## config.mk

```make
export PLATFORM = sky130hd
export DESIGN_NAME = kr_seq_regs_flat
export DESIGN_NICKNAME = d
export VERILOG_FILES = /design/src/hdl/kr_mgmt_pkg.sv /design/src/hdl/kr_mgmt_if.sv /design/src/hdl/kr_seq_regs.sv /design/src/hdl/sticky_flag.sv /design/src/flat_wrapper.sv
export VERILOG_INCLUDE_DIRS = /design/src /design/src/hdl
export SDC_FILE = /design/constraint.sdc
export NUM_CORES = 1
export LEC_CHECK = 0
export ABC_AREA = 1
export BUFFER_PORTS_ARGS = -buffer_cell sky130_fd_sc_hd__buf_2
export CORE_MARGIN = 4
export CORE_UTILIZATION = 46
export CTS_BUF_LIST = sky130_fd_sc_hd__clkbuf_4 sky130_fd_sc_hd__clkbuf_8 sky130_fd_sc_hd__clkbuf_16
export DETAILED_ROUTE_END_ITERATION = 8
export GPL_TIMING_DRIVEN = 1
export PLACE_DENSITY_LB_ADDON = 0.15
export SLEW_MARGIN = 40
export SYNTH_ARGS = -nofsm -noshare
export SYNTH_HDL_FRONTEND = slang
export SYNTH_SLANG_ARGS = --single-unit
```

## constraint.sdc

```tcl
create_clock -name clk -period 2.4 [get_ports clk]
set_input_delay 0.24 -clock clk [delete_from_list [all_inputs] [get_ports clk]]
set_output_delay 0.24 -clock clk [all_outputs]
set_load 0.02 [all_outputs]
```

## src/hdl/kr_mgmt_consts.svh

```systemverilog
`ifndef KR_MGMT_CONSTS_SVH
`define KR_MGMT_CONSTS_SVH

// management map, word addresses
`define SEQ_CTRL_ADDR    8'hB0
`define SEQ_STAT_ADDR    8'hB1
`define CTRL_RESTART_BIT 0
`define CTRL_ANTMR_BIT   1
`define CTRL_LFTMR_BIT   2
`define CTRL_FORCE_LSB   4
`define CTRL_FORCE_MSB   6
`define CTRL_FECAB_BIT   16
`define CTRL_FECERR_BIT  17
`define CTRL_FECREQ_BIT  18
`define STAT_LINK_BIT    0
`define STAT_ANTO_BIT    1
`define STAT_LTTO_BIT    2
`define FORCE_NONE       3'h0
`define FORCE_GIGE       3'h3
`define FORCE_RESET      3'h0

// controller map on APB, byte addresses
`define CMD_ADDR_OFS     12'h000
`define CMD_WDATA_OFS    12'h004
`define CMD_GO_OFS       12'h008
`define CMD_RDATA_OFS    12'h00C
`define CMD_STATUS_OFS   12'h010
`define IRQ_STAT_OFS     12'h014
`define IRQ_MASK_OFS     12'h018
`define GO_START_BIT     0
`define GO_WRITE_BIT     1
`define IRQ_DONE_BIT     0
`define IRQ_BUSY_BIT     1
`define IRQ_WIDTH        2
`endif

```

## src/hdl/kr_mgmt_pkg.sv

```systemverilog
package kr_mgmt_pkg;
  typedef enum logic [0:0] {M_IDLE, M_ACCESS} mstate_t;

  typedef struct packed {
    logic        waitReq;
    logic [31:0] readData;
    logic        restart;
    logic        anTimerOff;
    logic        lfTimerOff;
    logic [2:0]  forceMode;
    logic [2:0]  forceApplied;
    logic        fecAbility;
    logic        fecErrReport;
    logic        fecRequest;
    logic        fecReqApplied;
    logic        linkReady;
    logic        trainTimeout;
    logic        inReset;
  } dev_state_t;

  typedef struct packed {
    mstate_t     st;
    logic [7:0]  addr;
    logic [31:0] wdata;
    logic [31:0] rdata;
    logic        mWrite;
    logic        mRead;
    logic        mReset;
    logic        pready;
    logic [31:0] prdata;
    logic [1:0]  mask;
    logic        irq;
  } host_state_t;
endpackage

```

## src/hdl/kr_mgmt_if.sv

```systemverilog
`timescale 1ns/1ps
interface kr_mgmt_if;
  logic        mgmtReset;
  logic [7:0]  addr;
  logic [31:0] writeData;
  logic [31:0] readData;
  logic        write;
  logic        read;
  logic        waitRequest;

  modport dev (
    input  mgmtReset,
    input  addr,
    input  writeData,
    input  write,
    input  read,
    output readData,
    output waitRequest
  );
  modport host (
    output mgmtReset,
    output addr,
    output writeData,
    output write,
    output read,
    input  readData,
    input  waitRequest
  );
endinterface

```

## src/hdl/kr_seq_regs.sv

```systemverilog
`timescale 1ns/1ps
`include "kr_mgmt_consts.svh"
module kr_seq_regs
#(
  // build option: advertise FEC ability from reset
  parameter bit FEC_ABILITY_AT_RESET = 1'b0
)
(
  // clock and reset
  input  wire logic          clk,
  input  wire logic          rst_n,
  // management port
  kr_mgmt_if.dev             mgmt,
  // sequencer controls
  output logic               seqRestart,
  output logic               negotiationTimerOff,
  output logic               linkFaultTimerOff,
  output logic [2:0]         forceMode,
  output logic               fecAbilityAdvertise,
  output logic               fecErrorReportEnable,
  output logic               fecRequestAdvertise,
  // sequencer status
  input  wire logic          linkReady,
  input  wire logic          negotiationTimeout,
  input  wire logic          negotiationRestart,
  input  wire logic          trainingTimeout,
  output logic               negotiationTimeoutFlag
);
  import kr_mgmt_pkg::*;

  // state and its next value
  dev_state_t  s_r;
  dev_state_t  s_nxt;
  dev_state_t  held;
  // access decode
  logic        req;
  logic        accept;
  logic        ctrlHit;
  logic        statHit;
  logic        ctrlWrite;
  logic        restartWrite;
  logic [2:0]  forceWritten;
  // read views
  logic [31:0] ctrlView;
  logic [31:0] statView;
  logic [31:0] readView;
  // negotiation timeout latch
  logic        anTimeoutFlag;
  logic        clrTimeout;

  // the latched timeout is also dropped by a management reset
  assign clrTimeout = negotiationRestart | mgmt.mgmtReset;

  // a timeout in the clearing cycle wins over the restart
  sticky_flag u_anTimeout
  (
    .clk   (clk),
    .rst_n (rst_n),
    .set   (negotiationTimeout),
    .clr   (clrTimeout),
    .flag  (anTimeoutFlag)
  );

  assign req     = mgmt.read | mgmt.write;
  assign ctrlHit = (mgmt.addr == `SEQ_CTRL_ADDR);
  assign statHit = (mgmt.addr == `SEQ_STAT_ADDR);

  // one access per low pulse of wait-request; none is taken in reset
  // a read wins if both strobes are up, which the host never does
  assign accept = req & s_r.waitReq & ~s_r.inReset & ~mgmt.mgmtReset;
  assign ctrlWrite = accept & ~mgmt.read & ctrlHit;
  assign restartWrite = ctrlWrite & mgmt.writeData[`CTRL_RESTART_BIT];
  assign forceWritten = mgmt.writeData[`CTRL_FORCE_MSB:`CTRL_FORCE_LSB];

  // restart bit always reads back zero since it clears itself
  always_comb
  begin
    ctrlView = 32'h0;
    ctrlView[`CTRL_ANTMR_BIT] = s_r.anTimerOff;
    ctrlView[`CTRL_LFTMR_BIT] = s_r.lfTimerOff;
    ctrlView[`CTRL_FORCE_MSB:`CTRL_FORCE_LSB] = s_r.forceMode;
    ctrlView[`CTRL_FECAB_BIT] = s_r.fecAbility;
    ctrlView[`CTRL_FECERR_BIT] = s_r.fecErrReport;
    ctrlView[`CTRL_FECREQ_BIT] = s_r.fecRequest;
  end

  always_comb
  begin
    statView = 32'h0;
    statView[`STAT_LINK_BIT] = s_r.linkReady;
    statView[`STAT_ANTO_BIT] = anTimeoutFlag;
    statView[`STAT_LTTO_BIT] = s_r.trainTimeout;
  end

  // address decode of reads; unlisted addresses read zero
  always_comb
  begin
    // only the two sequencer words live here
    readView = 32'h0;
    case (mgmt.addr)
      `SEQ_CTRL_ADDR:
      begin
        readView = ctrlView;
      end
      `SEQ_STAT_ADDR:
      begin
        readView = statView;
      end
      default:
      begin
        readView = 32'h0;
      end
    endcase
  end

  // contents while the management reset level stays high
  always_comb
  begin
    held = s_r;
    held.restart = 1'b0;
    // status inputs keep flowing so the first read after reset is current
    held.linkReady = linkReady;
    held.trainTimeout = trainingTimeout;
    held.waitReq = 1'b1;
    held.readData = 32'h0;
    held.anTimerOff = 1'b0;
    held.lfTimerOff = 1'b0;
    held.forceMode = `FORCE_RESET;
    held.forceApplied = `FORCE_RESET;
    held.fecAbility = FEC_ABILITY_AT_RESET;
    held.fecErrReport = 1'b0;
    held.fecRequest = 1'b0;
    held.fecReqApplied = 1'b0;
    held.inReset = 1'b1;
  end

  always_comb
  begin
    s_nxt = s_r;
    s_nxt.restart = 1'b0;
    s_nxt.linkReady = linkReady;
    s_nxt.trainTimeout = trainingTimeout;
    s_nxt.inReset = 1'b0;
    if (mgmt.mgmtReset)
    begin
      s_nxt = held;
    end
    else if (accept)
    begin
      // answer one cycle later; the master holds the request meanwhile
      s_nxt.waitReq = 1'b0;
      s_nxt.readData = 32'h0;
      if (mgmt.read)
      begin
        s_nxt.readData = readView;
      end
      if (ctrlWrite)
      begin
        // only listed fields take the written value
        s_nxt.restart = mgmt.writeData[`CTRL_RESTART_BIT];
        s_nxt.anTimerOff = mgmt.writeData[`CTRL_ANTMR_BIT];
        s_nxt.lfTimerOff = mgmt.writeData[`CTRL_LFTMR_BIT];
        s_nxt.forceMode = forceWritten;
        s_nxt.fecAbility = mgmt.writeData[`CTRL_FECAB_BIT];
        s_nxt.fecErrReport = mgmt.writeData[`CTRL_FECERR_BIT];
        s_nxt.fecRequest = mgmt.writeData[`CTRL_FECREQ_BIT];
        if (restartWrite)
        begin
          // force and FEC request reach the sequencer only on restart
          s_nxt.forceApplied = forceWritten;
          s_nxt.fecReqApplied =
            mgmt.writeData[`CTRL_FECREQ_BIT];
        end
      end
      // writes to other addresses are dropped; status is read only
    end
    else
    begin
      s_nxt.waitReq = 1'b1;
    end
  end

  // same contents as a held management reset gives, except that the linkReady and trainTimeout copies start at zero
  always_ff @(posedge clk or negedge rst_n)
  begin
    if (!rst_n)
    begin
      s_r <= '0;
      s_r.waitReq <= 1'b1;
      s_r.inReset <= 1'b1;
      s_r.fecAbility <= FEC_ABILITY_AT_RESET;
    end
    else
    begin
      s_r <= s_nxt;
    end
  end

  // every output is a flop: the state register or the timeout latch
  assign mgmt.waitRequest = s_r.waitReq;
  assign mgmt.readData = s_r.readData;
  assign seqRestart = s_r.restart;
  assign negotiationTimerOff = s_r.anTimerOff;
  assign linkFaultTimerOff = s_r.lfTimerOff;
  assign forceMode = s_r.forceApplied;
  assign fecAbilityAdvertise = s_r.fecAbility;
  assign fecErrorReportEnable = s_r.fecErrReport;
  assign fecRequestAdvertise = s_r.fecReqApplied;
  assign negotiationTimeoutFlag = anTimeoutFlag;
endmodule

```

## src/hdl/sticky_flag.sv

```systemverilog
`timescale 1ns/1ps
module sticky_flag
(
  // clock and reset
  input  wire logic clk,
  input  wire logic rst_n,
  // flag control
  input  wire logic set,
  input  wire logic clr,
  output logic      flag
);
  logic flag_r;
  logic flag_nxt;

  // an event in the clearing cycle is kept
  always_comb
  begin
    flag_nxt = set | (flag_r & ~clr);
  end

  always_ff @(posedge clk or negedge rst_n)
  begin
    if (!rst_n)
      flag_r <= 1'b0;
    else
      flag_r <= flag_nxt;
  end

  assign flag = flag_r;
endmodule

```

## src/flat_wrapper.sv

```systemverilog
// flat-port wrapper written by rule: the top's interface ports become plain ports
module kr_seq_regs_flat import kr_mgmt_pkg::*;
#(
                                                   
  parameter bit FEC_ABILITY_AT_RESET = 1'b0
)
  (clk, rst_n, seqRestart, negotiationTimerOff, linkFaultTimerOff, forceMode, fecAbilityAdvertise, fecErrorReportEnable, fecRequestAdvertise, linkReady, negotiationTimeout, negotiationRestart, trainingTimeout, negotiationTimeoutFlag, mgmt_mgmtReset, mgmt_addr, mgmt_writeData, mgmt_write, mgmt_read, mgmt_readData, mgmt_waitRequest);
  kr_mgmt_if mgmt_i ();
  input  wire logic clk;
  input  wire logic rst_n;
  output logic seqRestart;
  output logic negotiationTimerOff;
  output logic linkFaultTimerOff;
  output logic [2:0] forceMode;
  output logic fecAbilityAdvertise;
  output logic fecErrorReportEnable;
  output logic fecRequestAdvertise;
  input  wire logic linkReady;
  input  wire logic negotiationTimeout;
  input  wire logic negotiationRestart;
  input  wire logic trainingTimeout;
  output logic negotiationTimeoutFlag;
  input wire logic [$bits(mgmt_i.mgmtReset)-1:0] mgmt_mgmtReset;
  input wire logic [$bits(mgmt_i.addr)-1:0] mgmt_addr;
  input wire logic [$bits(mgmt_i.writeData)-1:0] mgmt_writeData;
  input wire logic [$bits(mgmt_i.write)-1:0] mgmt_write;
  input wire logic [$bits(mgmt_i.read)-1:0] mgmt_read;
  output wire logic [$bits(mgmt_i.readData)-1:0] mgmt_readData;
  output wire logic [$bits(mgmt_i.waitRequest)-1:0] mgmt_waitRequest;
  assign mgmt_i.mgmtReset = mgmt_mgmtReset;
  assign mgmt_i.addr = mgmt_addr;
  assign mgmt_i.writeData = mgmt_writeData;
  assign mgmt_i.write = mgmt_write;
  assign mgmt_i.read = mgmt_read;
  assign mgmt_readData = mgmt_i.readData;
  assign mgmt_waitRequest = mgmt_i.waitRequest;
  kr_seq_regs #(.FEC_ABILITY_AT_RESET(FEC_ABILITY_AT_RESET)) u_core (.clk(clk), .rst_n(rst_n), .mgmt(mgmt_i), .seqRestart(seqRestart), .negotiationTimerOff(negotiationTimerOff), .linkFaultTimerOff(linkFaultTimerOff), .forceMode(forceMode), .fecAbilityAdvertise(fecAbilityAdvertise), .fecErrorReportEnable(fecErrorReportEnable), .fecRequestAdvertise(fecRequestAdvertise), .linkReady(linkReady), .negotiationTimeout(negotiationTimeout), .negotiationRestart(negotiationRestart), .trainingTimeout(trainingTimeout), .negotiationTimeoutFlag(negotiationTimeoutFlag));
endmodule
```

==> results.json, run 1 <==
{
  "htree_levels": 1,
  "cp.arrival_ns": 1.92,
  "synth-simple-area-share_pct": 31.67,
  "critPathMaxStageDelay_ns": 0.53,
  "drcViolationCount": 0,
  "r2r-end": "u_core.mgmt.readData[1]",
  "synth-xor-area-share_pct": 0,
  "start_util_pct": 48.40,
  "area_growth_pct": 9.992,
  "finalSetupViolCount": 0,
  "clock_path_buffers": 2,
  "finalSetupTns_ns": 0,
  "gp_congestion": 0.7659,
  "period_share_pct": 69.00,
  "critPathCaptureType": "flop",
  "drtIter0Drc": 49,
  "clkLatencyLatePin_ns": 0.33,
  "path_max_fanout": 15,
  "tightest_slew_ns": 0.5991,
  "ant_nets": 0,
  "routedWlPerCell_um": 12.12,
  "syn_avg_cell_area_um2": 9.010,
  "yosysTopAreaCellShare_pct": 42.34,
  "yosysMostFrequentCell": "nand2_1",
  "grt_overflow": 0,
  "wirelength_um": 2970,
  "synth_warnings": 0,
  "status": "finished clean",
  "synthArstFlopShare_pct": 100.0,
  "worst_slew_margin_rel_pct": 60.06,
  "drive_gt1_share_pct": 32.84,
  "hold_viol": 0,
  "slew_violations": 0,
  "max_cap_viol_count": 0,
  "grt_pass1_vias": 1029,
  "antenna_found_initial": 0,
  "nets": 251,
  "post-cts-setup-buffer-count": 0,
  "drtPass1Iterations": 4,
  "vias": 1108,
  "dp_slack_ns": 0.8712,
  "crit_start": "mgmt_mgmtReset",
  "dieArea_um2": 4183,
  "period_minus_slack_ns": 1.656,
  "synth_compound_area_share_pct": 1.101,
  "min_to": "u_core.u_anTimeout.flag",
  "die_height_um": 64.68,
  "worstPathRequired_ns": 2.66,
  "leakage_nw": 0.9555,
  "fin_skew_ns": 0.01553,
  "synthMuxAreaShare_pct": 0,
  "cts_tree": "done",
  "ys_types": 25,
  "setup_ws_ns": 0.7441,
  "hp-start": "negotiationRestart",
  "grt_pass1_wl_um": 4830,
  "die_w_um": 64.68,
  "post_cts_resized": 0,
  "ys_seq_area_share_pct": 45.89,
  "grt_use_total_pct": 14.85,
  "grt_max_degree": 28,
  "core_area_um2": 3053,
  "port-buffer-count": 45,
  "ys_ff_latch": 27,
  "place_hpwl_um": 2261,
  "ioPinCount": 92,
  "hold_path_depth": 2,
  "rsz0062_at_grt": "false",
  "vdd_drop_max_mv": 0.1769,
  "cts_sinks": 27,
  "cts_root_buf": "clkbuf_4",
  "yosys.area.top_type": "dfrtp_1",
  "syn-cell-area_um2": 1478,
  "syn-instance-count": 164,
  "reg2reg_depth": 6,
  "ys_top_cells_by_count": "41 x nand2_1, 36 x buf_4, 29 x nand3_1",
  "pwr_density_cell_nw_per_um2": 474.7,
  "rrSetupSlack_ns": 0.87,
  "netlist_top_cells_area": "dfrtp_1 42%, buf_4 18%, nand2_1 10%",
  "synth_fa_ha_area_share_pct": 0,
  "synth_ff_type": "dfrtp_1",
  "path_buf_inv": 3,
  "slowest_stage": "dlygate4sd3_1",
  "rows": 20,
  "fmax_mhz": 603.9,
  "routed_via_density": 4.522,
  "synth_top_family_by_area": "simple AND/OR/NAND/NOR gates",
  "min_path_type": "in2reg",
  "fin_util_pct": 53.24,
  "synth-edff-count": 0,
  "timing.rr.start": "u_core.mgmt.waitRequest",
  "worst_setup_path_start_kind": "input pin",
  "worst_path_most_repeated_cell": "nand3_1",
  "worstSetupPathType": "in2reg",
  "numCtsBuffers": 3,
  "antenna_cells": 0,
  "clk_pin_slew_ns": 0.14,
  "cpLargestDelayFamily": "buffers and inverters",
  "crit_chain": "dlygate4sd3_1, buf_2, inv_2, nand3_4, nor2_2, nand3_1, nand3_1"
}
-- state kept, by name, summed over array words and instances, names as in the netlist --
signal                       count
u_core.mgmt.readData             9
u_core.ctrlView                  4
u_core.forceMode                 3
u_core.s_r                       3
u_core.fecAbilityAdvertise       1
u_core.fecErrorReportEnable      1
u_core.fecRequestAdvertise       1
u_core.linkFaultTimerOff         1
u_core.mgmt.waitRequest          1
u_core.negotiationTimerOff       1
u_core.seqRestart                1
u_core.u_anTimeout.flag          1
-- cell families (layout without fill, tap and decap cells) --
family,count (synthesis),after routing
other,1,23
flip-flops,27,27
AND/OR/NAND/NOR,89,89
AO/OA/AOI/OAI,2,2
buffers and inverters,45,60
-- through the flow --
stage	cell area, µm²	hold WS [ns]	power (mW)	instances
2_1_floorplan	1560	-0.05559	0.5627	186
3_3_place_gp	1555	0.2703	0.5735	237
3_5_place_dp	1555	0.2891	0.5758	237
4_1_cts	1595	0.003739	0.7816	242
5_1_grt	1625	0.04830	0.8222	245
6_report	1625	0.08323	0.7716	245
-- per-layer routing --
layer | global-route usage, % | vias to the layer above | wire [µm]
met5 | 0 | - | 0
met4 | 5.541 | 0 | 29
met3 | 1.906 | 2 | 211
met2 | 26.68 | 45 | 1542
met1 | 18.04 | 520 | 1187
li1 | - | 541 | -
-- power breakdown --
part	switching [mW]	internal [mW]	total, mW
Clock	0.136	0.0637	0.200
Sequential	0.00251	0.461	0.464
Combinational	0.0794	0.0291	0.108
-- area by class of cell --
type | instances | area (µm²)
fillers | 316 | 1428
flip-flops and latches | 27 | 678.2
multi-input cells | 114 | 570.5
repair buffers | 49 | 265.3
well taps | 44 | 55.05
inverters | 7 | 26.28
clock buffers | 3 | 22.52
clock inverters | 1 | 7.507
-- cells in the final DEF, fill, tap and decap left out, types with 2 or more instances in the layout --
| cell type | n |
|---|---|
| dfrtp_1 | 25 |
| inv_1 | 5 |
| inv_2 | 2 |
| nand2_1 | 41 |
| dfstp_2 | 2 |
| nor2_2 | 3 |
| nor2_1 | 4 |
| dlygate4sd3_1 | 4 |
| buf_2 | 45 |
| nor2_4 | 2 |
| conb_1 | 23 |
| nand3_1 | 29 |
| clkbuf_4 | 3 |
-- worst max-delay path by stage --
stage,cells after the start,to
after global placement,6,u_core.mgmt.readData[1]
after CTS,6,u_core.mgmt.readData[1]
after global routing,7,u_core.mgmt.readData[2]
after floorplan,7,u_core.forceMode[0]
after detailed placement,6,u_core.mgmt.readData[1]
final,7,u_core.mgmt.readData[1]
-- timing repair --
| action | 4_1_cts | 5_1_grt |
|---|---|---|
| hold buffers | 1 | 3 |
| hold endpoints to repair | 25 | 3 |
| endpoints found under the setup margin | 0 | 0 |
Power figures use the tool's default switching activity.
==> run 2: changes to the inputs <==
--- a/config.mk
+++ b/config.mk
@@ -9,7 +9,7 @@
 export ABC_AREA = 1
 export BUFFER_PORTS_ARGS = -buffer_cell sky130_fd_sc_hd__buf_2
 export CORE_MARGIN = 4
-export CORE_UTILIZATION = 46
+export CORE_UTILIZATION = 38
 export CTS_BUF_LIST = sky130_fd_sc_hd__clkbuf_4 sky130_fd_sc_hd__clkbuf_8 sky130_fd_sc_hd__clkbuf_16
 export DETAILED_ROUTE_END_ITERATION = 8
 export GPL_TIMING_DRIVEN = 1
==> constraint.sdc (replaced) <==
create_clock -name clk -period 1.4 [get_ports clk]
set_input_delay 0.14 -clock clk [delete_from_list [all_inputs] [get_ports clk]]
set_output_delay 0.14 -clock clk [all_outputs]
set_load 0.02 [all_outputs]
==> results.json, run 2 (synthesized netlist as in run 1, its figures left out) <==
{
  "status": "finished with violations",
  "violations": "setup timing",
  "routed_via_density": 4.397,
  "hold_viol": 0,
  "ant_nets": 0,
  "worstSetupPathType": "reg2reg",
  "power_mw": 1.456,
  "max_cap_viol_count": 0,
  "multi_input_area_um2": 680.7,
  "die_w_um": 70.36,
  "mostFrequentLayoutCell": "buf_2",
  "cts_root_buf": "clkbuf_8",
  "cts_sinks": 27,
  "period_minus_slack_ns": 1.418,
  "final_cell_mix": "45 x buf_2, 40 x nand2_1, 25 x dfrtp_1",
  "leakage_nw": 1.026,
  "antenna_found_initial": 0,
  "crit_chain": "inv_2, nor2_4, nand3_4, nor2_4, nand2_4, nand3_1, nand2_1",
  "critPathMaxStageDelay_ns": 0.54,
  "critPathCaptureType": "flop",
  "cp.arrival_ns": 1.58,
  "gp_congestion": 0.7308,
  "endpoint": "u_core.ctrlView[5]",
  "vias": 1130,
  "finalSetupViolCount": 14,
  "clk_pin_slew_ns": 0.09,
  "fmax_mhz": 705.4,
  "clock_path_buffers": 2,
  "grt_pass1_wl_um": 4781,
  "wirelength_um": 3056,
  "grt_max_degree": 28,
  "fin_skew_ns": 0.003513,
  "tightest_slew_ns": 0.6105,
  "fin_area_um2": 1819,
  "period_share_pct": 101.3,
  "fin_util_pct": 48.96,
  "rsz0062_at_grt": "true",
  "start_util_pct": 39.76,
  "seq_area_um2": 678.2,
  "htree_levels": 1,
  "rrSetupSlack_ns": -0.02,
  "worst_slew_margin_rel_pct": 59.30,
  "nets": 259,
  "port-buffer-count": 45,
  "reg2reg_depth": 7,
  "worst_setup_path_start_kind": "flop",
  "drtPass1Iterations": 3,
  "core_area_um2": 3716,
  "final_cells": 257,
  "worstPathRequired_ns": 1.56,
  "dp_slack_ns": -0.03216,
  "r2r-end": "u_core.ctrlView[5]",
  "routedWlPerCell_um": 11.89,
  "grt_pass1_vias": 1061,
  "timing.rr.start": "u_core.mgmt.waitRequest",
  "dp_cells": 245,
  "postPlaceCellArea_um2": 1590,
  "whs_ns": 0.05567,
  "hp-start": "negotiationRestart",
  "slew_violations": 0,
  "ioPinCount": 92,
  "setup_ws_ns": -0.01756,
  "dieArea_um2": 4951,
  "pwr_density_cell_nw_per_um2": 800.2,
  "vdd_drop_max_mv": 0.3450,
  "drive_gt1_share_pct": 42.58,
  "clkLatencyLatePin_ns": 0.26,
  "numCtsBuffers": 3,
  "fill_cells": 376,
  "drtIter0Drc": 55,
  "drcViolationCount": 0,
  "slowest_stage": "dfstp_2",
  "path_max_fanout": 8,
  "largest_register_ffs": 9,
  "min_path_type": "in2reg",
  "cts_tree": "done",
  "grt_overflow": 0,
  "die_height_um": 70.36,
  "grt_use_total_pct": 11.98,
  "worst_path_most_repeated_cell": "nor2_4",
  "place_hpwl_um": 2289,
  "antenna_cells": 0,
  "rows": 22,
  "crit_start": "u_core.mgmt.waitRequest",
  "finalSetupTns_ns": -0.09559,
  "area_growth_pct": 23.12
}
-- run 2: worst max-delay path: cells and delay by family (launching register included) --
kind	cells	cell delay, ns
buf+inv	1	0.04
simple gates	6	0.73
flops	1	0.54
-- run 2: worst min-delay path by stage --
stage                                         end  depth (start not counted)
after floorplan               u_core.ctrlView[18]                          0
after detailed placement  u_core.mgmt.readData[0]                          1
after CTS                 u_core.u_anTimeout.flag                          2
after global routing      u_core.u_anTimeout.flag                          2
after global placement    u_core.mgmt.readData[0]                          1
final                     u_core.u_anTimeout.flag                          2
-- run 2: layout make-up --
| type | instances | share of cell area, % |
|---|---|---|
| Sequential cell | 27 | 37.28 |
| Timing Repair Buffer | 56 | 17.88 |
| Multi-Input combinational cell | 115 | 37.41 |
| Inverter | 7 | 1.444 |
| Tap cell | 48 | 3.301 |
| Clock buffer | 4 | 2.682 |
-- run 2: what timing repair did --
| item | CTS | global route |
|---|---|---|
| pin swaps | 1 | 13 |
| gates resized for setup | 1 | 22 |
| hold endpoints to repair | 28 | 0 |
| setup endpoints to repair | 12 | 21 |
| gates cloned | 0 | 1 |
| buffers inserted | 0 | 3 |
| hold buffers | 4 | 0 |
-- run 2: power by group --
part	internal, mW	switching, mW	leakage (nW)
clock	0.223	0.224	0.0262
combinational	0.0652	0.149	0.636
sequential	0.790	0.00492	0.363
total	1.08	0.378	1.03
-- run 2: per-layer routing --
layer  routed length [µm]  GRT usage (%)  vias up
li1                     -              -      560
met1                 1293          15.90      533
met2                 1528          19.44       35
met3                  204          2.014        2
met4                   29          4.468        0
met5                    0              0        -
